File: config.mk
export PLATFORM = sky130hd
export DESIGN_NAME = pet_edge_timing
export DESIGN_NICKNAME = d
export VERILOG_FILES = /design/src/logic/pet_pkg.sv /design/src/logic/pet_edge_slot.sv /design/src/logic/pet_edge_timing.sv
export SDC_FILE = /design/constraint.sdc
export NUM_CORES = 1
export LEC_CHECK = 0
export BUFFER_PORTS_ARGS = -buffer_cell sky130_fd_sc_hd__clkbuf_2
export CORE_MARGIN = 2
export CORE_UTILIZATION = 55
export CTS_CLUSTER_DIAMETER = 200
export DETAILED_ROUTE_END_ITERATION = 12
export PLACE_DENSITY_LB_ADDON = 0.15
export SYNTH_ARGS = -nofsm -noshare
export SYNTH_HDL_FRONTEND = slang
export SYNTH_HIERARCHICAL = 1
export SYNTH_SLANG_ARGS = --single-unit
File: constraint.sdc
create_clock -name clk -period 3 [get_ports clk]
set_input_delay 0.6 -clock clk [delete_from_list [all_inputs] [get_ports clk]]
set_output_delay 0.6 -clock clk [all_outputs]
set_load 0.01 [all_outputs]
File: src/logic/pet_pkg.sv
// Shared constants and types for the PWM edge timing block.
// Assumes one 250 MHz clock and a byte-wide register port from the host.
package pet_pkg;

  // ----------------------------------------------------------------
  // Register map
  // ----------------------------------------------------------------
  localparam logic [7:0] PET_THIRD_RISE_HIGH  = 8'h49;
  localparam logic [7:0] PET_THIRD_RISE_SET   = 8'h4a;
  localparam logic [7:0] PET_THIRD_FALL_HIGH  = 8'h4b;
  localparam logic [7:0] PET_THIRD_FALL_SET   = 8'h4c;
  localparam logic [7:0] PET_FOURTH_RISE_HIGH = 8'h4d;
  localparam logic [7:0] PET_FOURTH_RISE_SET  = 8'h4e;
  localparam logic [7:0] PET_FOURTH_FALL_HIGH = 8'h4f;
  localparam logic [7:0] PET_FOURTH_FALL_SET  = 8'h50;
  localparam logic [7:0] PET_RECT_RISE_HIGH   = 8'h51;
  localparam logic [7:0] PET_RECT_RISE_SET    = 8'h52;
  localparam logic [7:0] PET_REG_FIRST        = PET_THIRD_RISE_HIGH;
  localparam logic [7:0] PET_REG_LAST         = PET_RECT_RISE_SET;
  localparam int         PET_NUM_REGS         = 10;
  localparam logic [7:0] PET_REG_RESET        = 8'h00;

  // ----------------------------------------------------------------
  // Setting register fields
  // ----------------------------------------------------------------
  localparam int PET_TIME_LO_MSB = 7;
  localparam int PET_TIME_LO_LSB = 4;
  localparam int PET_MOD_EN_BIT  = 3;
  localparam int PET_SIGN_BIT    = 2;
  localparam int PET_TIME_W      = 12;

  // ----------------------------------------------------------------
  // Edge order and timing
  // ----------------------------------------------------------------
  localparam int PET_EDGE_THIRD_RISE  = 0;
  localparam int PET_EDGE_THIRD_FALL  = 1;
  localparam int PET_EDGE_FOURTH_RISE = 2;
  localparam int PET_EDGE_FOURTH_FALL = 3;
  localparam int PET_EDGE_RECT_RISE   = 4;
  localparam int PET_NUM_EDGES        = 5;
  localparam logic [3:0] PET_EDGE_RES_NS   = 4'h5;
  localparam logic [3:0] PET_CLK_PERIOD_NS = 4'h4;

  typedef struct packed {
    logic [PET_TIME_W-1:0] timeVal;
    logic                  modEn;
    logic                  modNeg;
  } pet_edge_s;

endpackage

File: src/logic/pet_edge_slot.sv
// Effective time of one PWM edge after modulation is applied.
// Assumes the caller holds the edge settings stable for a whole period.
`timescale 1ns/1ns
module pet_edge_slot #(
  parameter int TIME_W = 12
) (
  input  wire pet_pkg::pet_edge_s   edgeCfg,
  input  wire logic [TIME_W-1:0]    modAmount,
  output logic      [TIME_W-1:0]    effTime
);
  import pet_pkg::*;

  logic [TIME_W:0] later;
  logic [TIME_W:0] earlier;

  // ----------------------------------------------------------------
  // Shift by modulation
  // ----------------------------------------------------------------
  // Both directions saturate so that a large modulation pins the edge
  // to the period start or the all-ones count instead of wrapping around.
  always_comb begin
    later   = {1'b0, edgeCfg.timeVal} + {1'b0, modAmount};
    earlier = {1'b0, edgeCfg.timeVal} - {1'b0, modAmount};
    if (!edgeCfg.modEn) begin
      effTime = edgeCfg.timeVal;
    end else if (edgeCfg.modNeg) begin
      effTime = later[TIME_W] ? '1 : later[TIME_W-1:0];
    end else begin
      effTime = earlier[TIME_W] ? '0 : earlier[TIME_W-1:0];
    end
  end

endmodule

File: src/logic/pet_edge_timing.sv
// Edge timing registers and edge generation for two switch outputs and
// the rising edge of the first rectifier output.
// Assumes a 250 MHz clock, a byte register port and a modulation amount
// and period length supplied by the surrounding control loop.
//
// Notes on behaviour
// - Each edge time is timing register byte above setting bits 7..4.
// - One count of edge time equals 5 ns.
// - Setting bit 3 set moves the edge by the modulation amount.
// - Setting bit 2 set moves edge later with modulation, clear earlier.
// - Edge pairs drive third, fourth outputs and rectifier rise.
`timescale 1ns/1ns
module pet_edge_timing #(
  parameter int TIME_W = 12
) (
  input  wire logic                      clk,
  input  wire logic                      rst_n,
  input  wire logic [7:0]                regAddr,
  input  wire logic [7:0]                regWrData,
  input  wire logic                      regWrEn,
  input  wire logic                      regRdEn,
  output logic      [7:0]                regRdData,
  input  wire logic [TIME_W-1:0]         modAmount,
  input  wire logic [TIME_W-1:0]         periodCount,
  output logic                           thirdSwitchOutput,
  output logic                           fourthSwitchOutput,
  output logic                           firstRectifierOutput,
  output logic                           periodStart
);
  import pet_pkg::*;

  typedef struct packed {
    logic [PET_NUM_REGS-1:0][7:0]     regs;
    pet_edge_s [PET_NUM_EDGES-1:0]    edges;
    logic [TIME_W-1:0]                cnt;
    logic [3:0]                       acc;
    logic                             tick;
    logic                             thirdOut;
    logic                             fourthOut;
    logic                             rectOut;
    logic                             boundary;
    logic [7:0]                       rdData;
  } pet_state_s;

  pet_state_s st_r;
  pet_state_s st_nxt;

  logic [PET_NUM_EDGES-1:0][TIME_W-1:0] effTime;
  logic [PET_NUM_EDGES-1:0]             edgeHit;
  logic [3:0]                           accSum;
  logic                                 atEnd;

  // ----------------------------------------------------------------
  // Address decode
  // ----------------------------------------------------------------
  function automatic logic regHit(input logic [7:0] addr);
    regHit = (addr >= PET_REG_FIRST) && (addr <= PET_REG_LAST);
  endfunction

  function automatic logic [3:0] regIdx(input logic [7:0] addr);
    logic [7:0] diff;
    diff   = addr - PET_REG_FIRST;
    regIdx = diff[3:0];
  endfunction

  // ----------------------------------------------------------------
  // Modulated edge times
  // ----------------------------------------------------------------
  for (genvar k = 0; k < PET_NUM_EDGES; k++) begin : g_slot
    pet_edge_slot #(
      .TIME_W    (TIME_W)
    ) u_slot (
      .edgeCfg   (st_r.edges[k]),
      .modAmount (modAmount),
      .effTime   (effTime[k])
    );
    assign edgeHit[k] = st_r.tick && (st_r.cnt == effTime[k]);
  end

  assign atEnd = st_r.tick && (st_r.cnt == periodCount);

  // ----------------------------------------------------------------
  // Next state
  // ----------------------------------------------------------------
  always_comb begin
    st_nxt = st_r;
    // A 4 ns clock cannot step 5 ns exactly, so the edge tick fires on
    // four cycles of every five; edges carry up to 4 ns of jitter.
    accSum = st_r.acc + PET_CLK_PERIOD_NS;
    if (accSum >= PET_EDGE_RES_NS) begin
      st_nxt.tick = 1'b1;
      st_nxt.acc  = accSum - PET_EDGE_RES_NS;
    end else begin
      st_nxt.tick = 1'b0;
      st_nxt.acc  = accSum;
    end

    if (regWrEn && regHit(regAddr)) begin
      st_nxt.regs[regIdx(regAddr)] = regWrData;
    end
    if (regRdEn) begin
      st_nxt.rdData = regHit(regAddr) ? st_r.regs[regIdx(regAddr)] : 8'h00;
    end

    st_nxt.boundary = atEnd;
    if (st_r.tick) begin
      st_nxt.cnt = atEnd ? '0 : st_r.cnt + 1'b1;
    end
    // Shadow copies load only here, so a pair written within one period never shows half-written.
    if (atEnd) begin
      for (int k = 0; k < PET_NUM_EDGES; k++) begin
        st_nxt.edges[k].timeVal = {st_r.regs[2*k],
          st_r.regs[2*k+1][PET_TIME_LO_MSB:PET_TIME_LO_LSB]};
        st_nxt.edges[k].modEn  = st_r.regs[2*k+1][PET_MOD_EN_BIT];
        st_nxt.edges[k].modNeg = st_r.regs[2*k+1][PET_SIGN_BIT];
      end
    end

    // A fall that lands on the rise count wins and keeps the output low.
    if (edgeHit[PET_EDGE_THIRD_FALL]) begin
      st_nxt.thirdOut = 1'b0;
    end else if (edgeHit[PET_EDGE_THIRD_RISE]) begin
      st_nxt.thirdOut = 1'b1;
    end
    if (edgeHit[PET_EDGE_FOURTH_FALL]) begin
      st_nxt.fourthOut = 1'b0;
    end else if (edgeHit[PET_EDGE_FOURTH_RISE]) begin
      st_nxt.fourthOut = 1'b1;
    end
    // The rectifier fall edge lives elsewhere; here it ends with the period, but a rise on the end count wins.
    if (edgeHit[PET_EDGE_RECT_RISE]) begin
      st_nxt.rectOut = 1'b1;
    end else if (atEnd) begin
      st_nxt.rectOut = 1'b0;
    end
  end

  // ----------------------------------------------------------------
  // State register
  // ----------------------------------------------------------------
  always_ff @(posedge clk) begin
    if (!rst_n) begin
      st_r      <= '0;
      st_r.regs <= {PET_NUM_REGS{PET_REG_RESET}};
    end else begin
      st_r <= st_nxt;
    end
  end

  assign regRdData            = st_r.rdData;
  assign thirdSwitchOutput    = st_r.thirdOut;
  assign fourthSwitchOutput   = st_r.fourthOut;
  assign firstRectifierOutput = st_r.rectOut;
  assign periodStart          = st_r.boundary;
endmodule

After elaboration in Yosys (flattened, before gate mapping)

Cells that the tools add are included.

Bits in registers: 179
Input bits: 44
Output and inout bits: 12
Logic and storage cells: 101

Add/subtract/negate cells: 14
Order comparisons: 5
Eq/ne operators: 6
Multiplexer cells: 30
Bitwise logic cells: 1
Reduce and logical (&&, ||, !) cells: 12

Operator list:

| operator              | number |
|---|---|
| $mux 12               | 21 |
| $bwmux 80             | 1 |
| $eq 12x12->1          | 6 |
| $add 12x12->13        | 5 |
| $sub 12x12->13        | 5 |
| $bmux 8 s4            | 1 |
| $demux 8 s4           | 1 |
| $mux 8                | 3 |
| $add 12x1->12 const B | 1 |
| $logic_and 1x1->1     | 9 |
| $ge 8x7->1 const B    | 1 |
| $le 8x7->1 const B    | 1 |
| $lt 4x5->1 const B    | 1 |
| $mux 5                | 1 |
| $add 4x3->4 const B   | 1 |
| $ge 4x1->1 const B    | 1 |
| $ge 4x3->1 const B    | 1 |
| $reduce_or 2->1       | 2 |
| $sub 4x3->4 const B   | 1 |
| $sub 4x4->4 const B   | 1 |
| $mux 1                | 2 |
| $reduce_bool 2->1     | 1 |
| $not 1->1             | 1 |

Logic depth before layout (Yosys ltp)

Depth after elaboration: 7
Gate-level depth with buffers: 15
Depth with buffers taken out: 15

By module

The synthesis kept the hierarchy.

By module, submodules not included:

| module          | times used | cells each | area an instance (um^2) | seq. area each (um^2) |
|---|---|---|---|---|
| pet_edge_timing | 1          | 837        | 8539.4                  | 3583.4 |
| pet_edge_slot   | 5          | 214        | 1503.9                  | 0.0 |

Worst setup path after synthesis

No wires, ideal clock.

Path type: input to register
Start: input modAmount[2]
End: register st_r, in the netlist thirdSwitchOutput
Setup time: 118 ps
Data arrival time: 3076 ps
Data required time: 2882 ps
Path slack: -194 ps
Stages on the path: 14
Path buffers: 1
Cells stage by stage: inv_1 > ha_1 > buf_6 > nand2b_4 > a221o_1 > a2111o_1 > nand3_1 > a41oi_2 > a221o_1 > xor2_1 > nor4_1 > nand3_1 > o21ai_0 > nor2_1

RTL lines:

| what                 | line                   | source |
|---|---|---|
| start, declared      | pet_edge_timing.sv:23  | `input wire logic [TIME_W-1:0] modAmount,` |
| end signal, assigned | pet_edge_timing.sv:146 | `st_r <= st_nxt;` |
| end, declared        | pet_edge_timing.sv:45  | `pet_state_s st_r;` |

==> flow_summary.ini <==
[outcome]
run_status = finished with violations
failed_checks = negative setup slack

[layout]
multi_input_comb_area_mm2 = 0.0117
seq_area_mm2 = 0.00359
nets = 2460
final_layout_size_suffix_gt1_share_pct = 28.9
layout_common_cells = buf_4, dfxtp_1, mux2i_1
syn2layout_area_growth_pct = 28.5
final_core_occ_pct = 71.9
diodes = 0
final.fill_count = 2203
instances_no_fill = 2673
leading_cell_type_in_the_layout_fill_and_taps_excluded = buf_4

[power_and_ir_drop]
cellPowerDensity_mw_per_mm2 = 295
vdd.ir_drop.worst_mv = 0.350
design_power_total_uw = 6090
p_leak_uw = 0.00869

[timing]
hold_vio_cnt_final = 0
final_count_of_negative_setup_slack_endpoints = 3
finalCritPeriodShare_pct = 109
slew_viol_final = 0
achievable-frequency_mhz = 305
period_needed_ns = 3.28
timing.setup.tns_ns = -0.650
maxSlewHeadroom_pct = 39.4
fin_worst_skew_ns = 0.0153
timing.final.ws_setup_ns = -0.278
timing_worst_slew_pin_value_ns = 0.902
setup_repair_after_global_routing_missed_its_margin = yes
worst_hold_slack_ns = 0.464

[detailed_routing]
via_density_per_instance = 5.91
routedWlPerCell_um = 20.4
wl_um = 54600
detailroute.via_count = 15800
drt_pass1_iterations = 5
count_of_antenna_violating_nets_left_after_detailed_routing = 0
remaining_drc_errors = 0
detail_route.iter0.violations = 1596

[synth]
top_cells_by_area_synth = dfxtp_1, mux2i_1, ha_1
synthesis.area_mm2 = 0.0161
yosysWarningCount = 6
yosys.area.top_type_share_pct = 22.3
synthDistinctLibCells = 72
syn_nets = 2091
number_of_register_bits_inferred_by_synthesis = 179
synthFlopType = dfxtp_1
yosysSeqAreaShare_pct = 22.3
yosys.area.top_type = dfxtp_1
synth-async-reset-ratio_pct = 0
syn_avg_cell_area_um2 = 8.42
synth_edf_count = 0
postSynthCellCount = 1907

[setup_path]
worst_ep_required_time_ns = 3.33
critPathMostFrequentCell = buf_4
cp_max_fo = 8
critical-path-max-stage-delay_ns = 0.42
crit_path_end_kind = flip-flop
r2r_slack_ns = -0.23
arrival_ns = 3.61
path_class = in -> reg
crit_chain = clkbuf_2 -> buf_12 -> buf_4 -> fa_2 -> nand2b_4 -> a221o_2 -> a2111oi_4 -> a22oi_2 -> buf_4 -> a21oi_2 -> a221o_1 -> xor2_1 -> nor4_2 -> nand3_1 -> o21ai_2 -> nor2_1
cpMaxStageDelayCell = fa_2
reg2regPathDepth = 13
element_type_at_the_critical_path_start = input port

[global_routing]
globalRouteTotalUtil_pct = 35.1
largest_net_degree_at_the_start_of_global_routing = 82
wire_length_of_the_first_global_routing_pass_um = 84300
overflow = 0
first_global_vias = 15500
antenna_found_initial = 0

[hold_path]
type_of_the_most_critical_hold_path = reg -> reg
holdPathStages = 2

[die]
initial_utilization_pct = 56.0
die_area_mm2 = 0.0306
die_width_um = 175
fp.coreArea_mm2 = 0.0287
placement_rows = 62
fp.dieH_um = 175
top_level_ports = 56

[clock_network]
number_of_levels_in_the_clock_h_tree = 4
cts_tree = built
cts_num_sinks = 179
worst_setup_hold_path_clk_slew_ns = 0.08
numCtsBuffers = 17
clock_insertion_delay_worst_skew_ns = 0.44
cts-root-buf = clkbuf_16
cts_buffer_depth = 2

[place]
portBuffers = 55
numPlacedInstances = 2604
gp_congestion = 0.966
hpwlAfterDp_um = 40600

[job]
cap_viol_max_count = 0
-- where the power goes --
| group | leakage, uW | switching (uW) | internal, uW | total, uW |
|---|---|---|---|---|
| sequential | 0.00145 | 45.3 | 2430 | 2480 |
| combinational | 0.00696 | 757 | 589 | 1350 |
| clock | 0.000283 | 1090 | 1190 | 2270 |
| total | 0.00869 | 1890 | 4200 | 6090 |
-- registers in the layout, indices dropped and copies added, names as in the netlist --
| register | count |
|---|---|
| firstRectifierOutput | 1 |
| fourthSwitchOutput | 1 |
| periodStart | 1 |
| regRdData | 8 |
| st_r | 167 |
| thirdSwitchOutput | 1 |
-- what timing repair did --
action,in CTS,in global routing
hold buffers,0,0
setup buffers,24,14
gates resized for setup,67,75
pin swaps,51,65
gates cloned,0,2
endpoints found under the setup margin,3,3
-- critical path: cells and delay by family --
| family | cells | cell delay, ns |
|---|---|---|
| adders and majority gates | 1 | 0.42 |
| and+or+nand+nor | 4 | 0.61 |
| AOI/OAI and AO/OA | 6 | 1.19 |
| xor gates and xnor gates | 1 | 0.16 |
| buffers and inverters | 4 | 0.61 |
-- layout make-up --
type / count / area share (%)
clock inverter: 14 / 0.776
timing repair buffer: 473 / 17.7
multi-input combinational: 1442 / 56.8
inverter: 163 / 2.98
tap: 384 / 2.33
sequential: 179 / 17.4
clock buffer: 18 / 2.08
-- synth_stat cells (12+ instances only) --
library cell / number
clkbuf_1: 46
a221o_1: 35
nor2b_1: 90
xnor2_1: 86
nor2_1: 93
o21ai_0: 79
ha_1: 130
nand3_1: 40
dfxtp_1: 179
buf_4: 21
mux2i_1: 168
o22ai_1: 15
buf_2: 37
o211ai_1: 25
nand2_1: 166
inv_1: 158
nand4_1: 18
o21a_1: 12
mux4_2: 16
a21oi_1: 101
and3_1: 12
nand2b_1: 22
or3_1: 16
nor3_1: 33
xor2_1: 59
-- metrics by stage --
step | instance area [um^2] | worst slack [ns]
finish | 20600 | -0.278
global route | 20600 | -0.419
CTS | 20200 | -0.182
detailed placement | 19100 | -0.904
global placement | 19100 | -0.848
floorplan | 16100 | -0.0548
-- cell families (layout without fill, tap and decap cells) --
kind of cell	Yosys count	in the layout	synth area share, %
flops	179	179	22.3
xor+xnor	145	145	7.91
mux	189	189	13.1
fa+ha+maj	140	140	11.4
buf+inv	287	668	8.53
compound gates	407	408	18.8
simple gates	560	560	18.0
-- per-layer routing --
layer / vias to the layer above / share of wire, % / global-route usage, %
li1: 7464 / - / -
met1: 7565 / 43 / 48.1
met2: 647 / 45 / 55.4
met3: 116 / 7.8 / 5.35
met4: 0 / 4.1 / 14.5
met5: - / 0 / 0
-- worst paths after layout --
path                  endpoint          from
max          thirdSwitchOutput  modAmount[1]
min                  st_r[172]     st_r[172]
max reg2reg  thirdSwitchOutput      st_r[47]
min reg2reg          st_r[172]     st_r[172]
Power figures use the tool's default switching activity.
